$ cat config.mk
export PLATFORM = sky130hd
export DESIGN_NAME = css_status_out
export DESIGN_NICKNAME = d
export VERILOG_FILES = /design/src/logic/css_pkg.sv /design/src/logic/css_status_out.sv
export SDC_FILE = /design/constraint.sdc
export NUM_CORES = 1
export LEC_CHECK = 0
export ABC_AREA = 1
export BUFFER_PORTS_ARGS = -buffer_cell sky130_fd_sc_hd__buf_2
export CAP_MARGIN = 0
export CORE_MARGIN = 2
export CORE_UTILIZATION = 40
export CTS_CLUSTER_SIZE = 20
export DETAILED_ROUTE_END_ITERATION = 10
export SLEW_MARGIN = 20
export SYNTH_ARGS = -nofsm -noshare
export SYNTH_HDL_FRONTEND = slang
export SYNTH_SLANG_ARGS = --single-unit
export TNS_END_PERCENT = 20
$ cat constraint.sdc
create_clock -name core_clk_in -period 2.2 [get_ports core_clk_in]
set_clock_uncertainty 0.15 [all_clocks]
set_input_delay 0.55 -clock core_clk_in [delete_from_list [all_inputs] [get_ports core_clk_in]]
set_output_delay 0.55 -clock core_clk_in [all_outputs]
set_load 0.05 [all_outputs]
$ cat src/logic/css_pkg.sv
// Purpose: shared constants for the controller status output block
// Assumes: 20 MHz core clock, plain register port with 3-bit word index
// Notes: offsets are word indexes on the register port
package css_pkg;

    // clock and timing
    localparam int unsigned CLK_HZ = 20_000_000;
    localparam int unsigned RESET_PULSE_MS = 100;
    localparam int unsigned RESET_PULSE_CYC = (CLK_HZ / 1000) * RESET_PULSE_MS;

    // register port
    localparam int ADDR_W = 3;
    localparam int DATA_W = 32;
    localparam logic [2:0] REG_MODE = 3'h0;
    localparam logic [2:0] REG_SELECT = 3'h1;
    localparam logic [2:0] REG_INHIBIT = 3'h2;
    localparam logic [2:0] REG_CTRL = 3'h3;
    localparam logic [2:0] REG_STATUS = 3'h4;
    localparam logic [2:0] REG_SWITCH = 3'h5;

    // mode register fields
    localparam int MODE_OP_LSB = 0;
    localparam int MODE_KEYED_BIT = 2;
    localparam int MODE_SBLOCK_BIT = 3;
    localparam int MODE_CONV_BIT = 4;
    localparam int MODE_LATHE_BIT = 5;
    localparam logic [5:0] MODE_RESET = 6'h00;

    // ctrl register fields (write-only strobes)
    localparam int CTRL_ALARM_CLR_BIT = 0;
    localparam int CTRL_RESET_KEY_BIT = 1;

    // inhibit mask layout: feed positions start here
    localparam int INH_FEED_LSB = 8;
    localparam logic [31:0] INHIBIT_RESET = 32'h0000_0000;

    // switch word layout
    localparam int SW_JOG_LSB = 0;
    localparam int SW_FEED_LSB = 4;
    localparam int SW_FIELD_W = 4;
    localparam logic [3:0] FEED_MAX_CODE = 4'hE;
    localparam logic [3:0] FEED_ZERO_CODE = 4'h0;
    localparam logic [7:0] SELECT_RESET = 8'h00;

    // motion flag bit order
    localparam int MOT_RAPID = 0;
    localparam int MOT_TAP = 1;
    localparam int MOT_SCREW_CUT_FLAG = 2;
    localparam int MOT_PROBE = 3;
    localparam int MOT_HOME = 4;
    localparam int MOT_N = 5;

    // partner input order in the synchroniser
    localparam int PIN_RESET_REQ = 0;
    localparam int PIN_CYC_START = 1;
    localparam int PIN_STOP_N = 2;
    localparam int PIN_N = 3;
    localparam logic [2:0] PIN_IDLE = 3'h4;

    typedef enum logic [1:0] {
        CSS_OP_NONE = 2'b00,
        CSS_OP_JOG = 2'b01,
        CSS_OP_AUTO = 2'b10,
        CSS_OP_OTHER = 2'b11
    } css_op_t;

endpackage : css_pkg

$ cat src/logic/css_status_out.sv
// Purpose: general status outputs presented by the motion controller to the PLC
// Assumes: core inputs are on core_clk_in; PLC pins are asynchronous
// Notes: all outputs come from flip-flops; register reads answer one cycle later
//
// How it works
// reset key or request gives 100 ms pulse
// loop-open flag follows axis loop error
// alarm low on alarm, high after clear
// emergency output low while alarm low
// jog flag high only in jog mode
// auto flag high in automatic mode
// keyed-entry flag follows keyed entry selection
// single-block flag follows single-block selection
// work-mode bit 0 basic, 1 conversational
// cycle active while block executes or axis moves
// after start, active until end or stop
// single block drops active at block end
// jog drops at position; jog key holds
// one flag per executing motion type
// rigid tapping flag, mill variant only
// retrace-done when all blocks retraced
// surface speed flag, lathe variant only
// selected word plus eight applied bits
// applied equals selected unless position inhibited
// inhibited feed takes nearest lower, else 0%
// low nibble encodes jog switch codes
// high nibble encodes feed override codes
// outputs clocked together; flags reset low, alarm high
//
// Implementation choices: the plain strobed port and the register addresses.
`timescale 1ns/1ns
`default_nettype none

module css_status_out #(
    parameter int unsigned RESET_PULSE_CYCLES = css_pkg::RESET_PULSE_CYC
) (
    // clock and reset
    input wire logic core_clk_in,
    input wire logic rst_n_in,

    // register port
    input wire logic [css_pkg::ADDR_W-1:0] reg_addr_in,
    input wire logic [css_pkg::DATA_W-1:0] reg_wdata_in,
    input wire logic reg_write_in,
    input wire logic reg_read_in,
    output logic [css_pkg::DATA_W-1:0] reg_rdata_out,

    // controller core events (same clock)
    input wire logic reset_key_in,
    input wire logic stop_key_in,
    input wire logic loop_error_in,
    input wire logic alarm_detect_in,
    input wire logic block_exec_in,
    input wire logic axis_moving_in,
    input wire logic program_end_in,
    input wire logic block_done_in,
    input wire logic position_reached_in,
    input wire logic jog_key_in,
    input wire logic [css_pkg::MOT_N-1:0] motion_exec_in,
    input wire logic rigid_tap_exec_in,
    input wire logic retrace_active_in,
    input wire logic retrace_all_done_in,
    input wire logic css_selected_in,

    // partner pins (asynchronous)
    input wire logic reset_request_input,
    input wire logic cycle_start_request,
    input wire logic stop_request_n_in,

    // status outputs
    output logic reset_indication_pulse,
    output logic loop_open_flag,
    output logic alarm_n_out,
    output logic emergency_n_out,
    output logic jog_mode_flag,
    output logic auto_run_flag,
    output logic keyed_entry_flag,
    output logic single_block_flag,
    output logic work_mode_select,
    output logic cycle_active,
    output logic rapid_move_flag,
    output logic tap_cycle_flag,
    output logic screw_cut_flag,
    output logic probe_move_flag,
    output logic home_search_flag,
    output logic locked_tap_flag,
    output logic backtrack_done_flag,
    output logic const_surface_speed_flag,
    output logic [7:0] switch_position_word,
    output logic applied_switch_bit0,
    output logic applied_switch_bit1,
    output logic applied_switch_bit2,
    output logic applied_switch_bit3,
    output logic applied_switch_bit4,
    output logic applied_switch_bit5,
    output logic applied_switch_bit6,
    output logic applied_switch_bit7
);

    ////////////////////////////////////////////////////////////////////////
    // state

    localparam int CNT_W = $clog2(RESET_PULSE_CYCLES + 1);
    localparam logic [CNT_W-1:0] PULSE_LOAD = CNT_W'(RESET_PULSE_CYCLES);
    localparam logic [CNT_W-1:0] CNT_ONE = CNT_W'(1);
    localparam logic [CNT_W-1:0] CNT_ZERO = '0;

    typedef struct packed {
        // three-stage pin synchroniser plus filtered level
        logic [css_pkg::PIN_N-1:0] pin_s1;
        logic [css_pkg::PIN_N-1:0] pin_s2;
        logic [css_pkg::PIN_N-1:0] pin_s3;
        logic [css_pkg::PIN_N-1:0] pin_lvl;

        // software registers
        logic [5:0] mode;
        logic [7:0] selected;
        logic [31:0] inhibit;

        // internal state
        logic [CNT_W-1:0] pulse_cnt;
        logic msg_pending;
        logic cyc_run;

        // outputs
        logic reset_pulse;
        logic loop_open;
        logic alarm_n;
        logic jog_f;
        logic auto_f;
        logic keyed_f;
        logic sblock_f;
        logic conv_f;
        logic cyc_f;
        logic [css_pkg::MOT_N-1:0] mot_f;
        logic rigid_f;
        logic retr_f;
        logic css_f;
        logic [7:0] sel_word;
        logic [7:0] applied;
        logic [css_pkg::DATA_W-1:0] rdata;
    } css_state_t;

    css_state_t st_q;
    css_state_t st_d;

    ////////////////////////////////////////////////////////////////////////
    // feed override resolution

    // walks down from the selected code to the first allowed position
    function automatic logic [3:0] css_feed_apply(
        input logic [3:0] sel,
        input logic [31:0] inh
    );
        logic [3:0] res;
        logic found;
        res = css_pkg::FEED_ZERO_CODE;
        found = 1'b0;
        // codes above the top position are passed through untouched
        if (sel > css_pkg::FEED_MAX_CODE) begin
            res = sel;
            found = 1'b1;
        end
        for (int i = 14; i >= 0; i--) begin
            if (!found && (4'(i) <= sel) && !inh[css_pkg::INH_FEED_LSB + i]) begin
                res = 4'(i);
                found = 1'b1;
            end
        end
        return res;
    endfunction : css_feed_apply

    ////////////////////////////////////////////////////////////////////////
    // next state

    always_comb begin
        logic [css_pkg::PIN_N-1:0] lvl_new;
        logic req_rise;
        logic start_rise;
        logic stop_now;

        logic wr_mode;
        logic wr_sel;
        logic wr_inh;
        logic wr_ctrl;
        logic alarm_clr;
        logic sw_reset_key;

        logic [5:0] mode_now;
        css_pkg::css_op_t op;
        logic lathe;
        logic drop;

        logic [3:0] feed_app;
        logic [css_pkg::DATA_W-1:0] rd;

        st_d = st_q;

        // pin synchroniser: a change counts once stage 2 and 3 agree
        st_d.pin_s1 = {stop_request_n_in, cycle_start_request, reset_request_input};
        st_d.pin_s2 = st_q.pin_s1;
        st_d.pin_s3 = st_q.pin_s2;

        lvl_new = st_q.pin_lvl;
        for (int i = 0; i < css_pkg::PIN_N; i++) begin
            if (st_q.pin_s2[i] == st_q.pin_s3[i]) begin
                lvl_new[i] = st_q.pin_s3[i];
            end
        end
        st_d.pin_lvl = lvl_new;
        req_rise = lvl_new[css_pkg::PIN_RESET_REQ] & ~st_q.pin_lvl[css_pkg::PIN_RESET_REQ];
        start_rise = lvl_new[css_pkg::PIN_CYC_START] & ~st_q.pin_lvl[css_pkg::PIN_CYC_START];
        stop_now = stop_key_in | ~lvl_new[css_pkg::PIN_STOP_N];

        // register writes
        wr_mode = reg_write_in && (reg_addr_in == css_pkg::REG_MODE);
        wr_sel = reg_write_in && (reg_addr_in == css_pkg::REG_SELECT);
        wr_inh = reg_write_in && (reg_addr_in == css_pkg::REG_INHIBIT);
        wr_ctrl = reg_write_in && (reg_addr_in == css_pkg::REG_CTRL);
        alarm_clr = wr_ctrl & reg_wdata_in[css_pkg::CTRL_ALARM_CLR_BIT];
        sw_reset_key = wr_ctrl & reg_wdata_in[css_pkg::CTRL_RESET_KEY_BIT];

        if (wr_mode) begin
            st_d.mode = reg_wdata_in[5:0];
        end
        if (wr_sel) begin
            st_d.selected = reg_wdata_in[7:0];
        end
        if (wr_inh) begin
            st_d.inhibit = reg_wdata_in;
        end

        mode_now = st_q.mode;
        op = css_pkg::css_op_t'(mode_now[css_pkg::MODE_OP_LSB +: 2]);
        lathe = mode_now[css_pkg::MODE_LATHE_BIT];

        // reset indication: retriggerable fixed-length pulse
        if (reset_key_in || req_rise || sw_reset_key) begin
            st_d.pulse_cnt = PULSE_LOAD;
        end else if (st_q.pulse_cnt != CNT_ZERO) begin
            st_d.pulse_cnt = st_q.pulse_cnt - CNT_ONE;
        end
        st_d.reset_pulse = (st_d.pulse_cnt != CNT_ZERO);

        st_d.loop_open = loop_error_in;

        // alarm: message stays until software clears it; a new alarm wins
        if (alarm_detect_in) begin
            st_d.msg_pending = 1'b1;
        end else if (alarm_clr) begin
            st_d.msg_pending = 1'b0;
        end
        st_d.alarm_n = ~(st_d.msg_pending | alarm_detect_in);

        // operating mode flags
        st_d.jog_f = (op == css_pkg::CSS_OP_JOG);
        st_d.auto_f = (op == css_pkg::CSS_OP_AUTO);

        st_d.keyed_f = mode_now[css_pkg::MODE_KEYED_BIT];
        st_d.sblock_f = mode_now[css_pkg::MODE_SBLOCK_BIT];
        st_d.conv_f = mode_now[css_pkg::MODE_CONV_BIT];

        // cycle run latch
        drop = program_end_in | stop_now;

        if (mode_now[css_pkg::MODE_SBLOCK_BIT] && block_done_in) begin
            drop = 1'b1;
        end
        if ((op == css_pkg::CSS_OP_JOG) && position_reached_in) begin
            drop = 1'b1;
        end
        if (start_rise && !stop_now) begin
            st_d.cyc_run = 1'b1;
        end else if (drop) begin
            st_d.cyc_run = 1'b0;
        end
        // a fresh start outranks an end, block-done or position drop in the same cycle; a stop outranks the start
        st_d.cyc_f = st_d.cyc_run | block_exec_in | axis_moving_in
            | ((op == css_pkg::CSS_OP_JOG) & jog_key_in);

        // motion flags
        st_d.mot_f = motion_exec_in;
        st_d.rigid_f = rigid_tap_exec_in & ~lathe;
        st_d.retr_f = retrace_active_in & retrace_all_done_in;
        st_d.css_f = css_selected_in & lathe;

        // switch words
        feed_app = css_feed_apply(st_q.selected[css_pkg::SW_FEED_LSB +: css_pkg::SW_FIELD_W], st_q.inhibit);
        st_d.sel_word = st_q.selected;
        st_d.applied = {feed_app, st_q.selected[css_pkg::SW_JOG_LSB +: css_pkg::SW_FIELD_W]};

        // read data valid only in the cycle after the strobe
        rd = '0;
        if (reg_read_in) begin
            unique case (reg_addr_in)
                css_pkg::REG_MODE: begin
                    rd[5:0] = st_q.mode;
                end
                css_pkg::REG_SELECT: begin
                    rd[7:0] = st_q.selected;
                end
                css_pkg::REG_INHIBIT: begin
                    rd = st_q.inhibit;
                end
                css_pkg::REG_STATUS: begin
                    rd[17:0] = {st_q.css_f, st_q.retr_f, st_q.rigid_f, st_q.mot_f, st_q.cyc_f, st_q.conv_f,
                        st_q.sblock_f, st_q.keyed_f, st_q.auto_f, st_q.jog_f, st_q.msg_pending, st_q.alarm_n,
                        st_q.loop_open, st_q.reset_pulse};
                end
                css_pkg::REG_SWITCH: begin
                    rd[15:0] = {st_q.applied, st_q.sel_word};
                end
                default: begin
                    rd = '0;
                end
            endcase
        end
        st_d.rdata = rd;
    end

    ////////////////////////////////////////////////////////////////////////
    // registers

    always_ff @(posedge core_clk_in) begin
        if (!rst_n_in) begin
            st_q <= '0;
            st_q.pin_lvl <= css_pkg::PIN_IDLE;
            st_q.pin_s1 <= css_pkg::PIN_IDLE;
            st_q.pin_s2 <= css_pkg::PIN_IDLE;
            st_q.pin_s3 <= css_pkg::PIN_IDLE;

            st_q.mode <= css_pkg::MODE_RESET;
            st_q.inhibit <= css_pkg::INHIBIT_RESET;
            st_q.selected <= css_pkg::SELECT_RESET;
            st_q.alarm_n <= 1'b1;
        end else begin
            st_q <= st_d;
        end
    end

    ////////////////////////////////////////////////////////////////////////
    // outputs

    assign reg_rdata_out = st_q.rdata;

    assign reset_indication_pulse = st_q.reset_pulse;
    assign loop_open_flag = st_q.loop_open;
    assign alarm_n_out = st_q.alarm_n;
    assign emergency_n_out = st_q.alarm_n;

    assign jog_mode_flag = st_q.jog_f;
    assign auto_run_flag = st_q.auto_f;
    assign keyed_entry_flag = st_q.keyed_f;
    assign single_block_flag = st_q.sblock_f;
    assign work_mode_select = st_q.conv_f;
    assign cycle_active = st_q.cyc_f;

    assign rapid_move_flag = st_q.mot_f[css_pkg::MOT_RAPID];
    assign tap_cycle_flag = st_q.mot_f[css_pkg::MOT_TAP];
    assign screw_cut_flag = st_q.mot_f[css_pkg::MOT_SCREW_CUT_FLAG];
    assign probe_move_flag = st_q.mot_f[css_pkg::MOT_PROBE];
    assign home_search_flag = st_q.mot_f[css_pkg::MOT_HOME];

    assign locked_tap_flag = st_q.rigid_f;
    assign backtrack_done_flag = st_q.retr_f;
    assign const_surface_speed_flag = st_q.css_f;

    assign switch_position_word = st_q.sel_word;
    assign applied_switch_bit0 = st_q.applied[0];
    assign applied_switch_bit1 = st_q.applied[1];
    assign applied_switch_bit2 = st_q.applied[2];
    assign applied_switch_bit3 = st_q.applied[3];
    assign applied_switch_bit4 = st_q.applied[4];
    assign applied_switch_bit5 = st_q.applied[5];
    assign applied_switch_bit6 = st_q.applied[6];
    assign applied_switch_bit7 = st_q.applied[7];

endmodule : css_status_out

`default_nettype wire

Yosys cells after proc, flatten, opt, wreduce, memory -nomap -nowiden
Cells that the tools add are included.
{"block": "op_classes", "n_addsub": 1, "magnitude_cmp": 16, "n_eq_ne": 10, "mux": 45, "bitwise": 20, "reduce_logical": 79}
{"cell": "two-way mux 21 bit", "count": 2}
{"cell": "nonzero test 21 bit", "count": 2}
{"cell": "logical AND 1 bit", "count": 37}
{"cell": "two-way mux 4 bit", "count": 8}
{"cell": "zero test 1 bit", "count": 31}
{"cell": "one-hot mux 6 bit (5 select lines)", "count": 1}
{"cell": "less-or-equal comparator 4 bit (first input constant)", "count": 7}
{"cell": "two-way mux 1 bit", "count": 25}
{"cell": "one-hot mux 8 bit (3 select lines)", "count": 1}
{"cell": "subtractor 21 x 1 -> 21 bit (second input constant)", "count": 1}
{"cell": "less-or-equal comparator 3 x 4 -> 1 bit (first input constant)", "count": 4}
{"cell": "two-way mux 3 bit", "count": 4}
{"cell": "OR reduction 9 bit", "count": 1}
{"cell": "bitwise AND 1 bit", "count": 8}
{"cell": "less-or-equal comparator 1 x 4 -> 1 bit (first input constant)", "count": 2}
{"cell": "less-or-equal comparator 2 x 4 -> 1 bit (first input constant)", "count": 2}
{"cell": "one-hot mux 2 bit (4 select lines)", "count": 1}
{"cell": "== test 3 x 2 -> 1 bit (second input constant)", "count": 2}
{"cell": "== test 3 bit (second input constant)", "count": 2}
{"cell": "inverter 1 bit", "count": 6}
{"cell": "OR 1 bit", "count": 6}
{"cell": "OR reduction 5 bit", "count": 1}
{"cell": "greater-than comparator 4 bit (second input constant)", "count": 1}
{"cell": "two-way mux 2 bit", "count": 2}
{"cell": "other kinds (11)", "count": 14}
{"block": "totals", "reg_bits": 146, "input_bits": 61, "word_cells": 202}

Logic depth before layout (Yosys ltp)
Gate-level depths: netlist (run 1).
{"block": "depth", "word_depth": 62, "mapped_depth": 14, "ltp_nobuf": 13}

Least setup slack after synthesis (run 1)
No wires, ideal clock.
{"block": "synth_timing", "path_type": "input -> register", "start": "in reg_addr_in[0] in the netlist's numbering", "end": "reg st_q[109] in the netlist's numbering", "arrival_ps": 1629, "required_ps": 1931, "slack_ps": 302, "cell_stages": 8, "n_path_buf": 2, "cell_sequence": "nor3_4 > inv_2 > nor2_2 > inv_2 > clkbuf_1 > buf_2 > o21ai_1 > a21oi_1"}
{"block": "synth_via", "elab_chain_len": 2}
{"item": "start: declaration", "line": "css_status_out.sv:42", "source": "input wire logic [css_pkg::ADDR_W-1:0] reg_addr_in,"}
{"item": "== test 3 x 2 -> 1 bit", "line": "css_status_out.sv:218", "source": "wr_inh = reg_write_in && (reg_addr_in == css_pkg::REG_INHIBIT);"}
{"item": "logical AND 1 bit", "line": "css_status_out.sv:218"}
{"item": "end signal: assignment", "line": "css_status_out.sv:337", "source": "st_q <= st_d;"}
{"item": "end: declaration", "line": "css_status_out.sv:144", "source": "css_state_t st_q;"}
Every way passes these cells.
A chain may end at the register's enable or synchronous reset.

Worst setup path in the final report (run 1)
{"block": "layout_timing", "start": "reg st_q, in the netlist st_d[44]", "end": "reg st_q, in the netlist applied_switch_bit7"}
{"block": "layout_via", "elab_chain_len": 62, "word_cells_on_any_way": 85, "classes_between": "order compare (16); mux (23); reduce/logical (46)"}
{"item": "greater-than comparator 4 bit", "line": "css_status_out.sv:160", "source": "if (sel > css_pkg::FEED_MAX_CODE) begin"}
{"item": "two-way mux 1 bit", "line": "css_status_out.sv:160"}
{"item": "zero test 1 bit", "line": "css_status_out.sv:165", "source": "if (!found && (4'(i) <= sel) && !inh[css_pkg::INH_FEED_LSB + i]) begin"}
{"item": "logical AND 1 bit (2 in series)", "line": "css_status_out.sv:165"}
{"item": "two-way mux 1 bit", "line": "css_status_out.sv:165"}
{"item": "zero test 1 bit", "line": "css_status_out.sv:165"}
{"item": "logical AND 1 bit (2 in series)", "line": "css_status_out.sv:165"}
{"item": "two-way mux 1 bit", "line": "css_status_out.sv:165"}
{"item": "[41 not listed]"}
{"item": "logical AND 1 bit (2 in series)", "line": "css_status_out.sv:165"}
{"item": "two-way mux 1 bit", "line": "css_status_out.sv:165"}
{"item": "zero test 1 bit", "line": "css_status_out.sv:165"}
{"item": "logical AND 1 bit (2 in series)", "line": "css_status_out.sv:165"}
{"item": "two-way mux 1 bit", "line": "css_status_out.sv:165"}
{"item": "zero test 1 bit", "line": "css_status_out.sv:165"}
{"item": "logical AND 1 bit (2 in series)", "line": "css_status_out.sv:165"}
{"item": "OR reduction 9 bit (no line)"}
Parallel ways exist; a longest one is shown, timed or not.

==> impl_metrics.toml, run 1 <==
[synth]
ys_ff_latch = 142
yosysTopAreaCellShare = 0.473
synth_top_cells_by_area = "dfxtp_1 47%, nor2_1 6.9%, nand2_1 6.3%, inv_1 5.4%, buf_4 5.1%"
syn_area_um2 = 6010
yosysUniqueCellTypes = 47
synth.top_cells.by_count = "142 x dfxtp_1, 110 x nor2_1, 100 x nand2_1"
yosysTopAreaCell = "dfxtp_1"
synth_ff_type = "dfxtp_1"
synthesis.nets = 834
synth_most_common_cell = "dfxtp_1"
syn-instance-count = 771
ys_warn_count = 0
async_flop_share = 0
synth_edf_count = 0
avgSynthCellArea_um2 = 7.79
ys_seq_area_frac = 0.473

[min_path]
hold_depth = 3
min_path_type = "in -> reg"
hp-start = "motion_exec_in[2]"
hold_end = "screw_cut_flag"

[critical_path]
cp-end-kind = "flop"
arrival_ns = 2.20
path_cells = "inv_2, nand2_2, nand2_4, nand2_2, nor2_4, nand4_4, nor2_4, nand4_4, nor2_4, nand4_2, nand3_2, nor2_1"
worstPathRequired_ns = 2.36
worstPathMaxFanout = 6
slowest_delay_ns = 0.38
crit_slowest_cell = "dfxtp_1"
reg2reg_depth = 12
r2r_slack_ns = 0.16
startpoint_type = "flop"
reg2reg_from = "st_d[44]"
path_class = "reg -> reg"
crit_top_cell = "nor2_4"
rr_endpoint = "applied_switch_bit7"

[power]
ir_drop_v = 0.000519
p_leak_nw = 3.46
p_per_area_nw_per_um2 = 883

[global_route]
antenna_found_initial = 1
grt_pass1_wl_um = 24200
grtUsageTotal = 0.191
grt_start_max_net_pins = 29
grt_overflow = 0
grt_pass1_vias = 4830

[sta]
rsz0062_at_grt = "false"
finalCritPeriodShare = 0.927
slew_violations = 0
finalSetupTns_ns = 0
hold_viol = 0
worst_pin_slew_ns = 0.368
fmax_mhz = 490
fin_crit_ns = 2.04
slew_headroom = 0.755
setup_viol = 0

[drt]
top_layer = "met5"
wl_per_cell_um = 14.0
route.met3.wl_um = 853
drcViolationCount = 0
wl_met2_um = 6560
wl_um = 14900
dr.pass1.iters = 5
drtIter0Drc = 387
detail_route.vias_per_cell = 4.79
ant_nets = 0
met1Wirelength_um = 7370
num_vias = 5132

[cells_and_area]
drive_above_1_share = 0.264
nets = 937
syn_to_final_growth_pct = 20.8
antennaDiodeCount = 0
finalNonFillerCells = 1071

[clock_network]
clkTransAtPathRegs_ns = 0.06
clkLatencyLatePin_ns = 0.42
cts_buffers = 17
cts_max_path_buffers = 2
htree_levels = 4
cts_tree = "yes"
cts_num_sinks = 142
hold_buffers = 0
cts_root_buffer = "clkbuf_16"

[flow_run]
cap_violations = 0

[floorplanning]
die_h_um = 127
die-area_um2 = 16000
core_um2 = 14600
fp.dieW_um = 127
row_count = 44
io_pins = 127
initial_core_util = 0.412

[placed_design]
dp_cells = 1038
portBuffers = 126
place_hpwl_um = 11000
place.gp.congestion = 0.885

[status]
status = "completed"
## flip-flops by register name (all words and copies together) (netlist names), 8 cells and up
register	count
switch_position_word	8
st_q	64
st_d	17
reg_rdata_out	32
## per-layer routing
layer  vias up  GRT usage
li1       2656          -
met1      2309      0.257
met2       151      0.298
met3        14     0.0544
met4         2     0.0588
met5         -          0
## final cells by class
type | instances | area, um^2
inverter | 101 | 380
clock buffer | 18 | 439
clock inverter | 14 | 134
tap | 184 | 230
multi-input combinational | 460 | 2370
sequential | 142 | 2840
fill | 1396 | 7340
timing repair buffer | 152 | 851
## power breakdown
| group | internal, mW | switching (mW) | total (mW) | leakage [nW] |
|---|---|---|---|---|
| clock | 1.60 | 1.16 | 2.77 | 0.271 |
| sequential | 2.67 | 0.0726 | 2.75 | 1.16 |
| combinational | 0.314 | 0.574 | 0.888 | 2.03 |
| total | 4.59 | 1.81 | 6.40 | 3.46 |
## cell families (layout without fill, tap and decap cells)
group / Yosys count / in the layout / synth area share
xor gates and xnor gates: 17 / 17 / 0.0248
adders and majority gates: 3 / 3 / 0.00583
buffers and inverters: 169 / 285 / 0.134
and+or+nand+nor: 285 / 285 / 0.216
DFF: 142 / 142 / 0.473
AOI/OAI and AO/OA: 155 / 155 / 0.146
## metrics by stage
stage                     worst slack [ns]  total power, mW  hold WS [ns]  instance area [um^2]  utilization
after floorplan                      0.302             3.41         0.240                  6010            -
final                                0.161             6.40         0.165                  7250        0.497
after global routing               0.00443             6.69         0.166                  7250        0.497
after global placement               0.116             3.67         0.243                  6660        0.456
after CTS                            0.120             6.44         0.148                  7230        0.495
after detailed placement             0.104             3.67         0.248                  6660        0.456
## worst max-delay path: cells and delay by family (launching register included)
| kind | cells | cell delay [ns] |
|---|---|---|
| buf+inv | 1 | 0.14 |
| simple gates | 11 | 1.26 |
| flops | 1 | 0.38 |
## layout by cell type (no fill, tap or decap), types with 5 or more instances in the layout
cell type,synthesis,routed
nand2_1,100,99
xor2_1,9,9
o22ai_1,5,5
o21ai_0,46,46
nor3_1,10,8
a221oi_1,10,10
o21ai_1,13,13
a21oi_1,60,60
nand3_1,32,32
inv_2,11,12
buf_2,6,126
buf_4,41,24
a31oi_1,8,8
nor2_1,110,109
xnor2_1,8,8
nor2_2,7,8
dfxtp_1,142,141
clkbuf_16,0,17
inv_1,86,85
## what timing repair did
action | 4_1_cts | 5_1_grt
setup buffers | 0 | 1
gates resized for setup | 0 | 6
setup endpoints to repair | 0 | 2
## how the worst max path moves through the flow
stage	startpoint	endpoint
6_report	st_d[44]	applied_switch_bit7
5_1_grt	st_d[44]	applied_switch_bit7
4_1_cts	st_q[67]	reset_indication_pulse
3_5_place_dp	reg_addr_in[2]	reset_indication_pulse
3_3_place_gp	st_q[69]	reset_indication_pulse
2_1_floorplan	reg_addr_in[0]	st_q[109]
(Power assumes the default switching activity.)
==> run 2, diff against run 1 <==
- BUFFER_PORTS_ARGS: -buffer_cell sky130_fd_sc_hd__buf_2 -> unset
- CORE_UTILIZATION: 40 -> 50
- CTS_CLUSTER_DIAMETER: unset -> 40
- DONT_BUFFER_PORTS: unset -> 1
==> run 2 against run 1 <==
  * Sequential share of layout area increased by 3.9 points
  * Global-route usage increased by 4.2 points
  * Register-to-register slack lost 0.04 ns
  * Sequential power is 3% higher
  * Worst hold slack got worse by 0.12 ns
  * Final cell count is 15% lower
  * Utilization up 5.9 points
  * Critical endpoint is now applied_switch_bit4
==> impl_metrics.toml, run 2 (same netlist as run 1, synthesis figures left out) <==
[status]
status = "completed"

[clock_network]
cts_max_path_buffers = 2
cts_root_buffer = "clkbuf_16"
cts_num_sinks = 142
clkLatencyLatePin_ns = 0.42
hold_buffers = 0
cts_tree = "yes"
clkTransAtPathRegs_ns = 0.06
cts_buffers = 17
htree_levels = 4

[sta]
slew_violations = 0
setup_ws_ns = 0.118
fin_crit_ns = 2.08
finalCritPeriodShare = 0.946
finalSetupTns_ns = 0
fmax_mhz = 480
hold_viol = 0
setup_viol = 0
worst_pin_slew_ns = 0.835
slew_headroom = 0.443

[critical_path]
worstPathRequired_ns = 2.37
worstPathMaxFanout = 10
cp-end-kind = "flop"
r2r_slack_ns = 0.12
rr_endpoint = "applied_switch_bit4"
reg2reg_depth = 11
crit_end = "applied_switch_bit4"
reg2reg_from = "st_d[47]"
arrival_ns = 2.25
crit_path_start = "st_d[47]"
path_class = "reg -> reg"
startpoint_type = "flop"

[cells_and_area]
regMostFlops = "st_q"
antennaDiodeCount = 0
drive_above_1_share = 0.144
syn_to_final_growth_pct = 9.81
fin_util = 0.556
n_fill_cell = 1153
largest_reg_flops = 64
nets = 812
layout_commonest_cell = "dfxtp_1"
mostFrequentLayoutCells = "141 x dfxtp_1, 107 x nor2_1, 99 x nand2_1"

[floorplanning]
initial_core_util = 0.506
row_count = 40
core_um2 = 11900
die-area_um2 = 12900
die_h_um = 114
io_pins = 127
fp.dieW_um = 114

[power]
power_mw = 6.31
p_leak_nw = 2.88
combinationalPowerShare = 0.111
internal_power_mw = 4.51
power_frac_clock = 0.440
p_sw_frac = 0.284
p_seq_frac = 0.449
ir_drop_v = 0.000550
power.net_switching_mw = 1.79
p_per_area_nw_per_um2 = 956

[min_path]
hold_depth = 1
min_path_type = "in -> reg"

[drt]
num_vias = 4790
drtIter0Drc = 299
wl_um = 14600
ant_nets = 0
wl_per_cell_um = 16.1
dr.pass1.iters = 5
drcViolationCount = 0
detail_route.vias_per_cell = 5.27

[placed_design]
place_hpwl_um = 10600
place_ws_ns = 0.121
place.gp.congestion = 0.929
portBuffers = 0

[flow_run]
cap_violations = 0

[global_route]
grt_overflow = 0
grt_start_max_net_pins = 80
grt_pass1_vias = 4648
grtUsageTotal = 0.233
antenna_found_initial = 0
grt_pass1_wl_um = 23200
## run 2: metrics by stage
stage	std cells	area (um^2)	hold WS [ns]
final	909	6600	0.0476
after global routing	909	6600	0.0513
after CTS	904	6540	0.0350
after detailed placement	872	5960	0.250
after global placement	872	5960	0.250
after floorplan	771	6010	0.240
## run 2: worst min-delay path by stage
stage | start | to | slack (ns)
finish | rst_n_in | st_q[139] | 0.05
global route | rst_n_in | st_q[139] | 0.05
CTS | rst_n_in | st_q[139] | 0.03
detailed placement | st_d[141] | st_d[138] | 0.25
global placement | st_d[141] | st_d[138] | 0.25
floorplan | st_d[140] | st_d[137] | 0.24
## run 2: timing repair
| item | 4_1_cts | 5_1_grt |
|---|---|---|
| buffers inserted | 0 | 5 |
| endpoints found under the setup margin | 0 | 3 |
| resized for setup | 0 | 9 |
## run 2: final cells by class
| class | count | area (um^2) | area share |
|---|---|---|---|
| repair buffers | 27 | 231 | 0.0351 |
| clock buffers | 17 | 425 | 0.0645 |
| well taps | 147 | 184 | 0.0279 |
| multi-input cells | 460 | 2370 | 0.360 |
| inverters | 101 | 382 | 0.0579 |
| clock inverters | 15 | 155 | 0.0235 |
| flip-flops and latches | 142 | 2840 | 0.431 |
## run 2: power groups by stage
stage	registers [mW]	clock network [mW]	logic [mW]
after floorplan	2.85	0	0.563
after global placement	2.88	0	0.693
after detailed placement	2.88	0	0.682
after CTS	2.83	2.85	0.685
after global routing	2.84	2.95	0.796
final	2.83	2.78	0.701
## run 2: critical path: stages (launching register included)
cell	delay [ns]
dfxtp_1	0.59
nand3_1	0.18
a21oi_2	0.21
nor2_4	0.08
buf_4	0.14
a21oi_1	0.11
o21ai_0	0.13
nand3b_1	0.19
clkinv_1	0.06
nand2_1	0.04
inv_1	0.06
a21oi_2	0.05
## run 2: metal layers
metal,track usage,up-vias,routed length [um],part of all wire
met5,0,-,0,0
met2,0.396,113,7220,0.49
met1,0.278,2264,6340,0.43
met4,0.100,0,259,0.018
met3,0.0627,19,783,0.054
li1,-,2394,-,-
==> run 3, diff against run 2 <==
- clock period: 2.2 -> 2.62 ns (I/O delays scaled with it)
==> run 3 against run 2 <==
  * Die area unchanged
  * Wire length decreased by 1.4%
  * Power decreased by 18%
  * Critical endpoint is now reset_indication_pulse
  * Worst hold slack improved by 0.12 ns
  * Count of clock-buffer cells in the layout increased by 4
  * Cell area decreased by 2.7%
  * Sequential share of layout area increased by 1.2 points
  * Worst setup slack improved by 0.27 ns
  * Non-clock buffer count decreased by 15
  * Via count decreased by 1.9%
  * Global-route usage decreased by 0.074 points
  * Final cell count decreased by 1.7%
==> impl_metrics.toml, run 3 (same netlist as run 1, synthesis figures left out) <==
[clock_network]
cts_buffers = 17
htree_levels = 4
cts_tree = "yes"
clkTransAtPathRegs_ns = 0.06
cts-resized-gates = 0
cts_num_sinks = 142
hold_buffers = 0
cts_root_buffer = "clkbuf_16"
cts_max_path_buffers = 2
cts_setup_buffers = 0
clkLatencyLatePin_ns = 0.42

[drt]
top_layer = "met4"
wl_per_cell_um = 16.1
wl_met2_um = 7230
detail_route.vias_per_cell = 5.25
ant_nets = 0
drtIter0Drc = 284
dr.pass1.iters = 4
drcViolationCount = 0
num_vias = 4697
route.met3.wl_um = 810
met1Wirelength_um = 6130
wl_um = 14400

[critical_path]
path_class = "reg -> reg"
worstPathMaxFanout = 6
cp-end-kind = "flop"
arrival_ns = 2.38
startpoint_type = "flop"
worstPathRequired_ns = 2.78

[floorplanning]
die-area_um2 = 12900
io_pins = 127
die_h_um = 114
initial_core_util = 0.506
core_um2 = 11900
row_count = 40
fp.dieW_um = 114

[global_route]
grtUsageTotal = 0.232
grt_pass1_wl_um = 23100
grt_start_max_net_pins = 80
grt_pass1_vias = 4570
grt_overflow = 0
antenna_found_initial = 0

[cells_and_area]
mostFrequentLayoutCells = "142 x dfxtp_1, 110 x nor2_1, 100 x nand2_1"
fin_util = 0.541
largest_reg_flops = 64
nets = 797
drive_above_1_share = 0.118
n_fill_cell = 1171
layout_commonest_cell = "dfxtp_1"
antennaDiodeCount = 0
syn_to_final_growth_pct = 6.85
regMostFlops = "st_q"

[sta]
worst_pin_slew_ns = 0.830
slew_violations = 0
slew_headroom = 0.446
rsz0062_at_grt = "false"
fmax_mhz = 449
setup_viol = 0
finalCritPeriodShare = 0.850
fin_crit_ns = 2.23
setup_ws_ns = 0.392
hold_viol = 0
worst_hold_slack_ns = 0.164
finalSetupTns_ns = 0

[power]
p_leak_nw = 2.80
ir_drop_v = 0.000583
p_per_area_nw_per_um2 = 806

[placed_design]
place.gp.congestion = 0.917
place_hpwl_um = 10400
place_ws_ns = 0.267
portBuffers = 0

[min_path]
min_path_type = "in -> reg"

[flow_run]
cap_violations = 0

[status]
status = "completed"
## run 3: worst paths after layout
path                            startpoint                endpoint  slack, ns  cells past startpoint
worst max-delay path              st_q[67]  reset_indication_pulse       0.39                     12
worst min register to register   st_d[142]               st_d[139]       0.26                      1
worst min-delay path              rst_n_in               st_q[139]       0.16                      1
worst max register to register    st_q[67]  reset_indication_pulse       0.39                     12
## run 3: layer usage
metal	track usage	vias up
li1	-	2366
met1	0.282	2191
met2	0.380	125
met3	0.0723	15
met4	0.105	0
met5	0	-
## run 3: final cells by class
type                       count  area [um^2]  share of cell area
sequential                   142         2840               0.443
multi-input combinational    460         2360               0.368
clock buffer                  21          480              0.0749
inverter                     101          380              0.0593
tap                          147          184              0.0287
timing repair buffer          12         90.1              0.0140
clock inverter                11         81.3              0.0127
## run 3: power by group
| part | switching (mW) | internal [mW] | leakage (nW) |
|---|---|---|---|
| registers | 0.130 | 2.24 | 1.16 |
| clock network | 0.927 | 1.31 | 0.272 |
| logic | 0.362 | 0.192 | 1.37 |
## run 3: worst max-delay path, stage by stage (launching register included)
cell and delay, ns:
dfxtp_1 0.33, inv_1 0.15, ha_1 0.34, nand2_1 0.18, nor2_1 0.22, nand2_1 0.13, xor2_1 0.15, nand2_1 0.08
nand3_1 0.08, nor2_1 0.11, nand2_1 0.05, nor2_1 0.09, nor2_1 0.04
## run 3: metrics by stage
stage          instances  power, mW  cell area (um^2)
2_1_floorplan        771       2.87              6010
3_3_place_gp         862       2.97              5860
3_5_place_dp         862       2.97              5860
4_1_cts              894       5.23              6420
5_1_grt              894       5.41              6420
6_report             894       5.17              6420
